<file path="src/i2c_slave_consts.vh">
// constants for the two-wire slave command and status block
// assumes a 4-bit register index and 8-bit register data
`ifndef I2C_SLAVE_CONSTS_VH
`define I2C_SLAVE_CONSTS_VH

`define OFS_MASTER_CTRL  4'h3
`define OFS_SLAVE_CTRL_A 4'h9
`define OFS_ACK_CMD_CTRL 4'ha
`define OFS_STATUS_FLAGS 4'hb
`define OFS_SLAVE_ADDR   4'hc
`define OFS_SHIFT_DATA   4'hd

`define CA_DATA_IRQ_EN   7
`define CA_ADDR_IRQ_EN   6
`define CA_STOP_DET_EN   5
`define CA_AUTO_RESUME   1
`define CA_SLAVE_EN      0

`define MC_MASTER_EN     0

`define CB_ACK_SEL       2

`define CMD_NO_OP        2'h0
`define CMD_RESERVED     2'h1
`define CMD_COMPLETE     2'h2
`define CMD_RESPONSE     2'h3

`define SF_DATA_IRQ      7
`define SF_ADDR_STOP_IRQ 6
`define SF_CONFLICT      3
`define SF_ILLEGAL       2

`define STATUS_RESET     8'h00
`define REG_RESET        8'h00
`define BITS_PER_BYTE    4'h8

`endif

</file>
<file path="src/i2c_slave_cmd_status.v">
// two-wire slave: acknowledge/command control, status flags and byte engine
// assumes scl/sda arrive asynchronous; registers reached by a plain strobe port
`timescale 1ns/1ps
`default_nettype none
`include "i2c_slave_consts.vh"

module i2c_slave_cmd_status (
  input  wire       clk_sys,
  input  wire       rst,
  input  wire [3:0] reg_addr,
  input  wire [7:0] reg_wdata,
  input  wire       reg_wr,
  input  wire       reg_rd,
  output wire [7:0] reg_rdata,
  input  wire       scl_in,
  output wire       scl_out,
  output wire       scl_oe,
  input  wire       sda_in,
  output wire       sda_out,
  output wire       sda_oe,
  output wire       data_irq,
  output wire       addr_stop_irq
);

  // one-hot states; the default arm recovers from any illegal code
  localparam [6:0] S_IDLE = 7'h01;
  localparam [6:0] S_ADDR = 7'h02;
  localparam [6:0] S_WAIT = 7'h04;
  localparam [6:0] S_ACK  = 7'h08;
  localparam [6:0] S_RX   = 7'h10;
  localparam [6:0] S_TX   = 7'h20;
  localparam [6:0] S_MACK = 7'h40;

  // what the acknowledge slot leads into
  localparam [1:0] NX_IDLE = 2'h0;
  localparam [1:0] NX_RX   = 2'h1;
  localparam [1:0] NX_DIF  = 2'h2;

  function hit;
    input [3:0] a;
    input [3:0] o;
    begin
      hit = (a == o);
    end
  endfunction

  // sda is only ever pulled low; a set collision flag forbids any low drive
  function sda_pull;
    input bit_val;
    input drive_conflict_flag;
    begin
      sda_pull = ~bit_val & ~drive_conflict_flag;
    end
  endfunction

  reg [6:0] state_r;
  reg [1:0] nx_r;
  reg [3:0] cnt_r;
  reg [7:0] sh_r;
  reg [7:0] ctrla_r;
  reg [7:0] saddr_r;
  reg       men_r;
  reg       ack_response_select_r;
  reg       ack_val_r;
  reg       kind_data_r;
  reg       addressed_r;
  reg       data_irq_flag_r;
  reg       addr_stop_irq_flag_r;
  reg       received_ack_bit_r;
  reg       drive_conflict_flag_r;
  reg       illegal_condition_flag_r;
  reg       dir_r;
  reg       addr_or_stop_cause_r;
  reg [7:0] rdata_r;
  reg       scl_oe_r;
  reg       sda_oe_r;
  reg       line_out_r;
  reg       data_irq_r;
  reg       addr_stop_irq_r;
  // two stages per pin, the third only for edge finding
  reg       scl_s1_r;
  reg       scl_s2_r;
  reg       scl_d_r;
  reg       sda_s1_r;
  reg       sda_s2_r;
  reg       sda_d_r;
  reg [7:0] rd_nxt;

  wire scl_rise   = scl_s2_r & ~scl_d_r;
  wire scl_fall   = ~scl_s2_r & scl_d_r;
  // both pins share one sync depth, so a data change under high clock stays intact
  wire start_det  = scl_s2_r & scl_d_r & sda_d_r & ~sda_s2_r;
  wire stop_det   = scl_s2_r & scl_d_r & ~sda_d_r & sda_s2_r;
  // shift register is software-writable only while no byte is on the wire
  wire shifting   = (state_r == S_ADDR) | (state_r == S_RX) | (state_r == S_TX);
  wire wr_ctrlb   = reg_wr & hit(reg_addr, `OFS_ACK_CMD_CTRL);
  // one decode per writable register
  wire wr_master  = reg_wr & hit(reg_addr, `OFS_MASTER_CTRL);
  wire wr_ctrla   = reg_wr & hit(reg_addr, `OFS_SLAVE_CTRL_A);
  wire wr_saddr   = reg_wr & hit(reg_addr, `OFS_SLAVE_ADDR);
  wire wr_shift   = reg_wr & hit(reg_addr, `OFS_SHIFT_DATA);
  wire wr_status  = reg_wr & hit(reg_addr, `OFS_STATUS_FLAGS);
  wire cmd_valid  = wr_ctrlb & reg_wdata[1];
  wire data_acc   = (reg_wr | reg_rd) & hit(reg_addr, `OFS_SHIFT_DATA);
  wire auto_resume_mode_enable       = ctrla_r[`CA_AUTO_RESUME];
  // without auto mode only a command restarts the bus
  wire resume     = cmd_valid | (data_acc & auto_resume_mode_enable);
  wire [1:0] act_cmd = cmd_valid ? reg_wdata[1:0] : `CMD_RESPONSE;
  wire new_ack    = wr_ctrlb ? reg_wdata[`CB_ACK_SEL] : ack_response_select_r;
  // general call answers address zero when the low address bit is set
  wire addr_match = (sh_r[7:1] == saddr_r[7:1]) | (saddr_r[0] & (sh_r[7:1] == 7'h00));
  // a start or stop after the first bit of a byte breaks the protocol
  wire mid_byte   = shifting & (cnt_r != 4'h0);
  wire scl_stretch_flag = data_irq_flag_r | addr_stop_irq_flag_r;

  assign reg_rdata     = rdata_r;
  assign scl_oe        = scl_oe_r;
  assign sda_oe        = sda_oe_r;
  assign scl_out       = line_out_r;
  assign sda_out       = line_out_r;
  assign data_irq      = data_irq_r;
  assign addr_stop_irq = addr_stop_irq_r;

  always @* begin
    case (reg_addr)
      `OFS_MASTER_CTRL:  rd_nxt = {7'h00, men_r};
      `OFS_SLAVE_CTRL_A: rd_nxt = ctrla_r;
      `OFS_ACK_CMD_CTRL: rd_nxt = {5'h00, ack_response_select_r, 2'h0};
      `OFS_STATUS_FLAGS: rd_nxt = {data_irq_flag_r, addr_stop_irq_flag_r, scl_stretch_flag,
                                   received_ack_bit_r, drive_conflict_flag_r,
                                   illegal_condition_flag_r, dir_r, addr_or_stop_cause_r};
      `OFS_SLAVE_ADDR:   rd_nxt = saddr_r;
      `OFS_SHIFT_DATA:   rd_nxt = sh_r;
      default:           rd_nxt = 8'h00;
    endcase
  end

  always @(posedge clk_sys or posedge rst) begin
    if (rst) begin
      scl_s1_r <= 1'b1;
      scl_s2_r <= 1'b1;
      scl_d_r  <= 1'b1;
      sda_s1_r <= 1'b1;
      sda_s2_r <= 1'b1;
      sda_d_r  <= 1'b1;
      state_r <= S_IDLE;
      nx_r <= NX_IDLE;
      cnt_r <= 4'h0;
      sh_r <= `REG_RESET;
      ctrla_r <= `REG_RESET;
      saddr_r <= `REG_RESET;
      men_r <= 1'b0;
      ack_response_select_r <= 1'b0;
      ack_val_r <= 1'b0;
      kind_data_r <= 1'b0;
      addressed_r <= 1'b0;
      data_irq_flag_r <= 1'b0;
      addr_stop_irq_flag_r <= 1'b0;
      received_ack_bit_r <= 1'b0;
      drive_conflict_flag_r <= 1'b0;
      illegal_condition_flag_r <= 1'b0;
      dir_r <= 1'b0;
      addr_or_stop_cause_r <= 1'b0;
      rdata_r <= `STATUS_RESET;
      scl_oe_r <= 1'b0;
      sda_oe_r <= 1'b0;
      line_out_r <= 1'b0;
      data_irq_r <= 1'b0;
      addr_stop_irq_r <= 1'b0;
    end else begin
      // third stage only feeds edge detection, never the raw pin stage
      scl_s1_r <= scl_in;
      scl_s2_r <= scl_s1_r;
      scl_d_r  <= scl_s2_r;
      sda_s1_r <= sda_in;
      sda_s2_r <= sda_s1_r;
      sda_d_r  <= sda_s2_r;
      line_out_r <= 1'b0;
      // read data stands one cycle only, so stale data never leaks
      rdata_r <= reg_rd ? rd_nxt : 8'h00;
      if (wr_ctrla)
        ctrla_r <= reg_wdata;
      if (wr_master)
        men_r <= reg_wdata[`MC_MASTER_EN];
      if (wr_saddr)
        saddr_r <= reg_wdata;
      if (wr_ctrlb)
        ack_response_select_r <= reg_wdata[`CB_ACK_SEL];
      if (wr_shift & ~shifting)
        sh_r <= reg_wdata;
      // only the w1c bits are touched here; read-only bits ignore writes
      if (wr_status) begin
        if (reg_wdata[`SF_DATA_IRQ])
          data_irq_flag_r <= 1'b0;
        if (reg_wdata[`SF_ADDR_STOP_IRQ])
          addr_stop_irq_flag_r <= 1'b0;
        if (reg_wdata[`SF_CONFLICT])
          drive_conflict_flag_r <= 1'b0;
        if (reg_wdata[`SF_ILLEGAL])
          illegal_condition_flag_r <= 1'b0;
      end
      if (cmd_valid | data_acc) begin
        data_irq_flag_r <= 1'b0;
        addr_stop_irq_flag_r <= 1'b0;
      end
      // one cycle of lag keeps the interrupt pins registered
      data_irq_r <= data_irq_flag_r & ctrla_r[`CA_DATA_IRQ_EN];
      addr_stop_irq_r <= addr_stop_irq_flag_r & ctrla_r[`CA_ADDR_IRQ_EN];
      // flag sets below come later in this block so a set beats a clear
      // disabling drops any hold at once, so the master is never left stretched
      if (~ctrla_r[`CA_SLAVE_EN]) begin
        state_r <= S_IDLE;
        scl_oe_r <= 1'b0;
        sda_oe_r <= 1'b0;
        addressed_r <= 1'b0;
      end else if (start_det) begin
        drive_conflict_flag_r <= 1'b0;
        if (men_r & mid_byte)
          illegal_condition_flag_r <= 1'b1;
        state_r <= S_ADDR;
        cnt_r <= 4'h0;
        sda_oe_r <= 1'b0;
        scl_oe_r <= 1'b0;
      end else if (stop_det) begin
        if (men_r & (mid_byte | ((state_r == S_ADDR) & (cnt_r == 4'h0))))
          illegal_condition_flag_r <= 1'b1;
        if (ctrla_r[`CA_STOP_DET_EN] & addressed_r) begin
          addr_stop_irq_flag_r <= 1'b1;
          addr_or_stop_cause_r <= 1'b0;
        end
        addressed_r <= 1'b0;
        state_r <= S_IDLE;
        sda_oe_r <= 1'b0;
        scl_oe_r <= 1'b0;
      end else begin
        case (state_r)
          S_IDLE: begin
            sda_oe_r <= 1'b0;
          end
          S_ADDR: begin
            if (scl_rise) begin
              sh_r <= {sh_r[6:0], sda_s2_r};
              cnt_r <= cnt_r + 4'h1;
            end else if (scl_fall & (cnt_r == `BITS_PER_BYTE)) begin
              if (addr_match) begin
                addr_stop_irq_flag_r <= 1'b1;
                addr_or_stop_cause_r <= 1'b1;
                dir_r <= sh_r[0];
                addressed_r <= 1'b1;
                kind_data_r <= 1'b0;
                scl_oe_r <= 1'b1;
                state_r <= S_WAIT;
              end else begin
                state_r <= S_IDLE;
              end
            end
          end
          S_WAIT: begin
            // without auto mode a data access clears flags but scl stays held
            if (resume) begin
              scl_oe_r <= 1'b0;
              ack_val_r <= new_ack;
              cnt_r <= 4'h0;
              if (act_cmd == `CMD_COMPLETE) begin
                if (~dir_r) begin
                  sda_oe_r <= sda_pull(new_ack, drive_conflict_flag_r);
                  nx_r <= NX_IDLE;
                  state_r <= S_ACK;
                end else begin
                  state_r <= S_IDLE;
                end
              end else if (~kind_data_r | ~dir_r) begin
                sda_oe_r <= sda_pull(new_ack, drive_conflict_flag_r);
                nx_r <= (~kind_data_r & dir_r) ? NX_DIF : NX_RX;
                state_r <= S_ACK;
              end else begin
                sda_oe_r <= sda_pull(sh_r[7], drive_conflict_flag_r);
                state_r <= S_TX;
              end
            end
          end
          S_ACK: begin
            // only a nack can be overridden, so only then is a conflict possible
            if (scl_rise & ack_val_r & ~sda_s2_r)
              drive_conflict_flag_r <= 1'b1;
            if (scl_fall) begin
              sda_oe_r <= 1'b0;
              case (nx_r)
                NX_RX: state_r <= S_RX;
                NX_DIF: begin
                  data_irq_flag_r <= 1'b1;
                  kind_data_r <= 1'b1;
                  scl_oe_r <= 1'b1;
                  state_r <= S_WAIT;
                end
                default: state_r <= S_IDLE;
              endcase
            end
          end
          S_RX: begin
            if (scl_rise) begin
              sh_r <= {sh_r[6:0], sda_s2_r};
              cnt_r <= cnt_r + 4'h1;
            end else if (scl_fall & (cnt_r == `BITS_PER_BYTE)) begin
              data_irq_flag_r <= 1'b1;
              kind_data_r <= 1'b1;
              scl_oe_r <= 1'b1;
              state_r <= S_WAIT;
            end
          end
          S_TX: begin
            if (scl_rise) begin
              if (sh_r[7] & ~sda_s2_r)
                drive_conflict_flag_r <= 1'b1;
              cnt_r <= cnt_r + 4'h1;
            end else if (scl_fall) begin
              // next bit goes out on the fall so it is stable before the next rise
              sh_r <= {sh_r[6:0], 1'b1};
              if (cnt_r == `BITS_PER_BYTE) begin
                sda_oe_r <= 1'b0;
                state_r <= S_MACK;
              end else begin
                sda_oe_r <= sda_pull(sh_r[6], drive_conflict_flag_r);
              end
            end
          end
          S_MACK: begin
            // master's ack lands in status before the data flag rises
            if (scl_rise)
              received_ack_bit_r <= sda_s2_r;
            else if (scl_fall) begin
              data_irq_flag_r <= 1'b1;
              scl_oe_r <= 1'b1;
              state_r <= S_WAIT;
            end
          end
          default: begin
            state_r <= S_IDLE;
            scl_oe_r <= 1'b0;
            sda_oe_r <= 1'b0;
          end
        endcase
      end
    end
  end

endmodule

`default_nettype wire

</file>
<file path="config.mk">
export PLATFORM = sky130hd
export DESIGN_NAME = i2c_slave_cmd_status
export DESIGN_NICKNAME = d
export VERILOG_FILES = /design/src/i2c_slave_cmd_status.v
export VERILOG_INCLUDE_DIRS = /design/src
export SDC_FILE = /design/constraint.sdc
export NUM_CORES = 1
export LEC_CHECK = 0
export BUFFER_PORTS_ARGS = -buffer_cell sky130_fd_sc_hd__buf_2
export CORE_MARGIN = 5
export CORE_UTILIZATION = 55
export CTS_CLUSTER_DIAMETER = 120
export CTS_CLUSTER_SIZE = 16
export DETAILED_ROUTE_END_ITERATION = 16
export PLACE_DENSITY = 0.74
export SYNTH_ARGS = -nofsm -noshare
export SYNTH_HDL_FRONTEND = slang
export SYNTH_SLANG_ARGS = --single-unit
</file>
<file path="constraint.sdc">
create_clock -name clk_sys -period 5.95 [get_ports clk_sys]
set_clock_uncertainty 0.2 [all_clocks]
set_input_delay 0.595 -clock clk_sys [delete_from_list [all_inputs] [get_ports clk_sys]]
set_output_delay 0.595 -clock clk_sys [all_outputs]
set_load 0.01 [all_outputs]
</file>
== Word level (Yosys, flattened, before mapping) ==
Index checks and enable logic that the tools add are counted.
Word-level totals
  register bits: 67
  input bits: 18
  logic and storage cells: 280
Operators by class
  add/sub/neg operators: 1
  equality and inequality tests: 53
  multiplexer cells: 117
  bitwise gates (word level): 56
  reductions and logical operators: 24
Operator list (count)
  7-bit 2-to-1 mux: 15
  1-bit 2-to-1 mux: 72
  8-bit 2-to-1 mux: 8
  5-bit inequality test, second input constant: 10
  7-bit one-hot mux with 7 select lines: 1
  8-bit one-hot mux with 6 select lines: 1
  1-bit AND: 33
  4-bit equality test, second input constant: 6
  11-bit AND reduction: 2
  7-bit AND reduction: 3
  4-bit 2-to-1 mux: 5
  5-bit AND reduction: 4
  2-bit inequality test, second input constant: 8
  8-bit one-hot mux with 2 select lines: 1
  5-bit by 4-bit inequality test with 1-bit output, second input constant: 3
  1-bit inverter: 14
  3-bit by 1-bit inequality test with 1-bit output, second input constant: 4
  12-bit AND reduction: 1
  2-bit 2-to-1 mux: 5
  5-bit one-hot mux with 2 select lines: 1
  1-bit OR: 9
  2-bit by 1-bit inequality test with 1-bit output, second input constant: 4
  4-bit by 2-bit inequality test with 1-bit output, second input constant: 2
  4-bit one-hot mux with 2 select lines: 1
  other kinds (30): 38

== Longest topological paths before layout ==
Gate-level depths: netlist of the first run.
  word-level depth: 12
  gate-level depth with buffers: 8
  gate-level depth less buffers: 7

== Least setup slack after synthesis of the first run ==
OpenSTA, ideal clock, no wires.
  path type: in2reg
  start: input reg_wr
  end: register sda_oe_r (netlist: sda_oe)
  arrival: 2.088 ns
  path slack: 3.539 ns
  cell stages on the path: 6
  path buffers: 1
  path through: buf_2 nand4b_1 o22a_1 a211o_1 or3_1 o221a_1
Between the ends
  cells in the longest elaborated chain, start to end: 11
  elaborated cells between the ends (all ways): 22
  classes of those cells: eq/ne (3); mux (10); bitwise (8); reduce/logical (1)
RTL lines
  start, declared: line i2c_slave_cmd_status.v:12  | input wire reg_wr,
  1-bit AND: line i2c_slave_cmd_status.v:96  | wire wr_ctrlb = reg_wr & hit(reg_addr, `OFS_ACK_CMD_CTRL);
  1-bit 2-to-1 mux
  1-bit inverter: line i2c_slave_cmd_status.v:52  | sda_pull = ~bit_val & ~drive_conflict_flag;
  1-bit AND: line i2c_slave_cmd_status.v:52
  1-bit 2-to-1 mux, on equally long branches: line i2c_slave_cmd_status.v:272, i2c_slave_cmd_status.v:265
  1-bit 2-to-1 mux: line i2c_slave_cmd_status.v:264  | if (act_cmd == `CMD_COMPLETE) begin
  1-bit 2-to-1 mux: line i2c_slave_cmd_status.v:260  | if (resume) begin
  1-bit one-hot mux with 4 select lines: line i2c_slave_cmd_status.v:236  | case (state_r)
  1-bit 2-to-1 mux: line i2c_slave_cmd_status.v:224  | end else if (stop_det) begin
  1-bit 2-to-1 mux: line i2c_slave_cmd_status.v:216  | end else if (start_det) begin
  1-bit 2-to-1 mux: line i2c_slave_cmd_status.v:211  | if (~ctrla_r[`CA_SLAVE_EN]) begin
  end signal, assigned: line i2c_slave_cmd_status.v:266  | sda_oe_r <= sda_pull(new_ack, drive_conflict_flag_r);
  end signal, assigned: line i2c_slave_cmd_status.v:273  | sda_oe_r <= sda_pull(new_ack, drive_conflict_flag_r);
  end signal, assigned: line i2c_slave_cmd_status.v:277  | sda_oe_r <= sda_pull(sh_r[7], drive_conflict_flag_r);
  end, declared: line i2c_slave_cmd_status.v:76  | reg sda_oe_r;
Parallel ways exist; a longest one is shown, timed or not. The select of a mux whose other input is x is not followed.
A chain may end at the register's enable or synchronous reset.

== Worst setup path in the final report of the first run ==
  start: register state_r[1]
  end: register cnt_r[3]
Between the ends
  cells in the longest elaborated chain, start to end: 5
  elaborated cells between the ends (all ways): 12
  classes of those cells: eq/ne (6); mux (3); reduce/logical (3)
RTL lines
  start, declared: line i2c_slave_cmd_status.v:56  | reg [6:0] state_r;
  start signal, assigned: line i2c_slave_cmd_status.v:146  | state_r <= S_IDLE;
  start signal, assigned: line i2c_slave_cmd_status.v:212  | state_r <= S_IDLE;
  start signal, assigned: line i2c_slave_cmd_status.v:220  | state_r <= S_ADDR;
  7-bit by 2-bit equality test with 1-bit output, or another cell as far along: line i2c_slave_cmd_status.v:236
  3-bit OR reduction (no line)
  4-bit one-hot mux with 2 select lines: line i2c_slave_cmd_status.v:236
  4-bit 2-to-1 mux: line i2c_slave_cmd_status.v:224
  4-bit 2-to-1 mux: line i2c_slave_cmd_status.v:216
  end signal, assigned: line i2c_slave_cmd_status.v:243  | cnt_r <= cnt_r + 4'h1;
  end signal, assigned: line i2c_slave_cmd_status.v:303  | cnt_r <= cnt_r + 4'h1;
  end signal, assigned: line i2c_slave_cmd_status.v:315  | cnt_r <= cnt_r + 4'h1;
  end, declared: line i2c_slave_cmd_status.v:58  | reg [3:0] cnt_r;
Parallel ways exist; a longest one is shown, timed or not. The select of a mux whose other input is x is not followed.

==> results of run 1 <==
==> registers in the layout, indices dropped and copies added, names as in the netlist, 2 cells and up <==
register and cells:
sh_r 8, reg_rdata 8, state_r 7, saddr_r 8
nx_r 2, ctrla_r 8, cnt_r 4
==> area by class of cell <==
class	instances	area [um^2]
clock buffers	9	124
flip-flops and latches	67	1690
fillers	580	2560
inverters	15	56.3
well taps	96	120
repair buffers	31	160
multi-input cells	288	2040
clock inverters	7	83.8
==> worst max-delay path by stage <==
stage	cells after the start	startpoint	to	slack (ps)
floorplan	1	rst	ack_response_select_r$_DFF_PP0_	3480
global placement	5	state_r[1]$_DFFE_PP0P_	cnt_r[3]$_DFFE_PP0P_	3230
detailed placement	5	state_r[1]$_DFFE_PP0P_	sda_oe$_DFFE_PP0P_	3200
CTS	5	state_r[1]$_DFFE_PP0P_	sda_oe$_DFFE_PP0P_	3180
global route	5	state_r[1]$_DFFE_PP0P_	sda_oe$_DFFE_PP0P_	2980
finish	5	state_r[1]$_DFFE_PP0P_	cnt_r[3]$_DFFE_PP0P_	3110
==> critical path: cells and delay by family, from the launching register on <==
family	cells	cell delay, ps
and+or+nand+nor	3	1680
DFF	1	560
AOI/OAI and AO/OA	2	320
==> per-stage QoR <==
stage          power [W]  instance area (um^2)  util, %  setup WS [ps]  instances
6_report         0.00118                  4270     62.5           3110        513
5_1_grt          0.00124                  4270     62.5           2980        513
4_1_cts          0.00119                  4270     62.5           3180        513
3_5_place_dp    0.000781                  4060     59.4           3200        497
3_3_place_gp    0.000774                  4060     59.4           3230        497
2_1_floorplan   0.000713                  3880        -           3480        390
==> layer usage <==
metal,GRT usage (%),part of all wire [%],vias up
met5,0,0,-
met4,9.75,2.3,0
met3,3.93,7.1,22
met2,37.8,45,152
met1,37.8,45,1560
li1,-,-,1509
==> synthesized netlist by cell type (all sizes together) (3+ instances only) <==
cell / number / area share, %
nand2b: 5 / 0.81
nor3b: 3 / 0.71
nor4b: 4 / 0.90
a211oi: 3 / 1.0
nand2: 33 / 3.2
a21oi: 20 / 2.7
inv: 15 / 1.5
nor2b: 6 / 0.97
nand4b: 4 / 0.90
a222oi: 6 / 1.6
or4: 4 / 0.97
a32oi: 3 / 0.68
clkbuf: 10 / 0.97
nand4: 5 / 0.81
nor2: 28 / 2.8
nor4: 8 / 1.7
o211ai: 3 / 0.58
a31oi: 5 / 0.81
xnor2: 10 / 2.3
and4b: 3 / 0.78
a22oi: 5 / 0.97
a22o: 3 / 0.68
o22ai: 3 / 0.48
mux2i: 9 / 2.3
or3: 6 / 1.1
o21ai: 18 / 2.3
o21a: 3 / 0.58
mux2: 20 / 5.9
and2: 7 / 1.1
dfstp: 7 / 4.7
ha: 5 / 1.6
nor3: 10 / 1.4
nand3: 7 / 0.90
dfrtp: 60 / 39
buf: 10 / 1.6
==> cell families after synthesis <==
family / synth area share, %
compound gates: 19.1
xor+xnor: 2.71
fa+ha+maj: 1.61
buf+inv: 4.00
flops: 43.5
mux: 8.24
other cells: 0.0968
simple gates: 20.8
==> power by group through the flow <==
stage / logic, W / clock network, W / registers (W)
after floorplan: 0.000152 / 0 / 0.000561
after global placement: 0.000188 / 0 / 0.000586
after detailed placement: 0.000193 / 0 / 0.000588
after CTS: 0.000194 / 0.000415 / 0.000580
after global routing: 0.000219 / 0.000432 / 0.000592
final: 0.000196 / 0.000405 / 0.000583
==> qor.yml, run 1 <==
synth-async-reset-ratio_pct: 100
cts-root-to-sink-buffers: 2
grt_pass1_wl_mm: 17.3
numCtsBuffers: 9
post_cts_buffers: 0
min_period_over_period_pct: 47.7
power.internal_w: 0.000800
first_global_vias: 3218
seqPwrFrac_pct: 49.2
holdPathEnd: "scl_s1_r$_DFF_PP1_"
ys_seq_elements: 67
first_pass_iters: 6
synthCells: 389
pwr_density_cell_nw_per_um2: 277
synthesis.area_um2: 3870
synth_flop_cell: "dfrtp_1"
holdWs_ps: 137
worst_slew_margin_rel_pct: 32.8
nets: 435
synth-edff-count: 0
drtAntennaViolNets: 0
final_cell_mix: "60 x dfrtp_1, 33 x nand2_1, 29 x buf_2"
antenna_found_initial: 0
ctsHoldBuffers: 0
cts_resized: 0
worstMarginPinSlew_ps: 1000
cts_tree: "yes"
slowest_stage: "nor3_2"
grt_max_degree: 68
r2r_slack_ps: 3110
hold_viol_final: 0
reg2reg_from: "state_r[1]$_DFFE_PP0P_"
whs_path_depth: 1
antenna_cells: 0
rsz0062_at_grt: "false"
route.detailed.drc: 0
row_count: 30
layout_commonest_cell: "dfrtp_1"
worstPathRequired_ps: 6040
grtUsageTotal_pct: 25.6
critPathLaunchType: "register"
setup_tns_ps: 0
gp_congestion: 0.988
clkSinkCount: 67
r2r-end: "cnt_r[3]$_DFFE_PP0P_"
hp-start: "scl_in"
max_freq_ghz: 0.353
p_leak_nw: 1.76
cp_max_fo: 13
pin_count: 32
totalWireLength_mm: 10.4
end_kind: "register"
slowest_delay_ps: 710
routedWlPerCell_um: 20.3
place_hpwl_mm: 7.46
period_needed_ps: 2840
insertion_delay_ps: 360
grt_overflow: 0
via_per_inst: 6.32
p_comb_share_pct: 16.6
power_frac_clock_pct: 34.2
clk_pin_slew_ps: 80
switching_share_pct: 32.4
rr_worst_depth: 5
setup_viol: 0
status: "completed"
ys_types: 75
ir_worst_vdd_uv: 197
root_buffer: "clkbuf_8"
maxCapViolCount: 0
core_area_um2: 6830
avgSynthCellArea_um2: 9.96
hp-class: "in -> reg"
maxSlewViolCount: 0
synthToLayoutAreaGrowth_pct: 10.1
initial_core_util_pct: 56.7
path_class: "reg -> reg"
die_width_um: 93.9
cp_cell_sequence: "nor3_2 > and4b_1 > a221oi_2 > or4_1 > a21boi_1"
netSwitchingPower_w: 0.000384
drive_above_1_share_pct: 21.3
first_iter_violations: 490
vias: 3243
htree_levels: 3
synth_warnings: 0
portBuffers: 29
ys_seq_area_share_pct: 43.5
worstPathArrival_ps: 2920
die_area_um2: 8820
die_h_um: 93.9
Power figures use the tool's default switching activity.
==> run 2, diff against run 1 <==
==> constraint.sdc (replaced) <==
create_clock -name clk_sys -period 2.9 [get_ports clk_sys]
set_clock_uncertainty 0.2 [all_clocks]
set_input_delay 0.29 -clock clk_sys [delete_from_list [all_inputs] [get_ports clk_sys]]
set_output_delay 0.29 -clock clk_sys [all_outputs]
set_load 0.01 [all_outputs]
==> qor.yml, run 2 (synthesis gave the netlist of run 1 again) <==
cts_tree: "yes"
max_freq_ghz: 0.388  # +10%
clk_pin_slew_ps: 90  # about the same
worstMarginPinSlew_ps: 873  # -128 ps
worst_slew_margin_rel_pct: 41.8  # +9.0 points
maxCapViolCount: 0  # unchanged
critPathLaunchType: "register"
die_width_um: 93.9  # unchanged
multi_input_area_um2: 2040  # unchanged
htree_levels: 3  # unchanged
instances_no_fill: 525  # +2.3%
ctsHoldBuffers: 3  # +3
route.detailed.drc: 0  # unchanged
r2r_slack_ps: 330  # -2790 ps
fillers: 565  # -2.6%
cts_resized: 0  # unchanged
initial_core_util_pct: 56.7  # unchanged
p_leak_nw: 1.79  # +1.8%
r2r-end: "state_r[0]$_DFFE_PP1P_"
clkSinkCount: 67  # unchanged
setup_viol: 0  # unchanged
regArea_um2: 1690  # unchanged
dp_cells: 506  # +1.8%
rsz0062_at_grt: "false"
via_per_inst: 6.46  # +2.1%
hold_viol_final: 18  # +18
maxSlewViolCount: 0  # unchanged
ir_worst_vdd_uv: 387  # +96%
root_buffer: "clkbuf_8"
numCtsBuffers: 9  # unchanged
core_area_um2: 6830  # unchanged
row_count: 30  # unchanged
drtAntennaViolNets: 0  # unchanged
worstPathRequired_ps: 2970  # -3070 ps
portBuffers: 29  # unchanged
period_needed_ps: 2570  # -261 ps
cp_max_fo: 16  # +3
die_area_um2: 8820  # unchanged
first_pass_iters: 5  # -1
utilization_pct: 63.4  # +0.97 points
totalWireLength_mm: 10.4  # +0.40%
final_cell_mix: "60 x dfrtp_1, 33 x nand2_1, 29 x buf_2"
gp_congestion: 0.958  # -3.1%
grt_overflow: 0  # unchanged
synthToLayoutAreaGrowth_pct: 11.9
p_total_w: 0.00230  # +94%
violations: "negative hold slack"
holdWs_ps: -42.9  # -180 ps
post_cts_buffers: 0  # unchanged
nets: 447  # +2.8%
min_period_over_period_pct: 88.8  # +41 points
worstPathArrival_ps: 2650  # -270 ps
end_kind: "register"
rr_worst_depth: 5  # unchanged
grt_pass1_wl_mm: 17.2  # -0.36%
antenna_cells: 0  # unchanged
hp-class: "in -> async"
first_iter_violations: 318  # -35%
insertion_delay_ps: 350  # about the same
first_global_vias: 3211  # -0.22%
pin_count: 32  # unchanged
layout_commonest_cell: "dfrtp_1"
reg2reg_from: "state_r[4]$_DFFE_PP0P_"
routedWlPerCell_um: 19.9  # -1.9%
cts-root-to-sink-buffers: 2  # unchanged
grt_max_degree: 68  # unchanged
setup_tns_ps: 0  # unchanged
pwr_density_cell_nw_per_um2: 531  # +91%
vias: 3390  # +4.5%
antenna_found_initial: 0  # unchanged
grtUsageTotal_pct: 25.5  # -0.12 points
status: "finished with violations"
path_class: "reg -> reg"
drive_above_1_share_pct: 22.8  # +1.5 points
place_hpwl_mm: 7.67  # +2.9%
die_h_um: 93.9  # unchanged
==> run 2: power by group <==
part / total, W / internal (W) / leakage [nW] / switching (W)
Combinational: 0.000404 / 0.000186 / 0.857 / 0.000218
Clock: 0.000699 / 0.000312 / 0.0779 / 0.000387
Sequential: 0.00120 / 0.00105 / 0.852 / 0.000149
==> run 2: routing by layer <==
metal,vias up,track usage (%),part of all wire [%]
met5,-,0,0
met4,0,10.1,2.3
met3,24,6.09,8.8
met2,167,35.8,45
met1,1675,37.6,44
li1,1524,-,-
==> run 2: worst max-delay path, stage by stage, from the launching register on <==
cell       delay [ps]
dfrtp_1           570
or4b_1            640
a2111oi_4         400
a211oi_2          140
a21oi_2           200
mux2_1            340
==> run 2: cell type report <==
cell class / count / area share [%]
clock inverters: 7 / 1.21
well taps: 96 / 2.77
inverters: 15 / 1.30
multi-input cells: 288 / 47.0
repair buffers: 43 / 5.95
clock buffers: 9 / 2.86
flip-flops and latches: 67 / 38.9
==> run 2: metrics by stage <==
step                      cell area (um^2)  hold slack (ps)  setup WS, ps
final                                 4330            -42.9           325
after global routing                  4330             11.1           247
after CTS                             4330             11.3           359
after detailed placement              4130              148           385
after global placement                4130              148           429
after floorplan                       3880             94.5           623
==> run 2: worst max-delay path by stage <==
| stage | startpoint | endpoint | slack (ps) | cells past startpoint |
|---|---|---|---|---|
| finish | state_r[4]$_DFFE_PP0P_ | state_r[0]$_DFFE_PP1P_ | 330 | 5 |
| global route | state_r[4]$_DFFE_PP0P_ | state_r[0]$_DFFE_PP1P_ | 250 | 5 |
| CTS | state_r[4]$_DFFE_PP0P_ | state_r[0]$_DFFE_PP1P_ | 360 | 5 |
| detailed placement | state_r[4]$_DFFE_PP0P_ | state_r[0]$_DFFE_PP1P_ | 390 | 5 |
| global placement | state_r[4]$_DFFE_PP0P_ | state_r[0]$_DFFE_PP1P_ | 430 | 5 |
| floorplan | state_r[4]$_DFFE_PP0P_ | state_r[0]$_DFFE_PP1P_ | 620 | 6 |
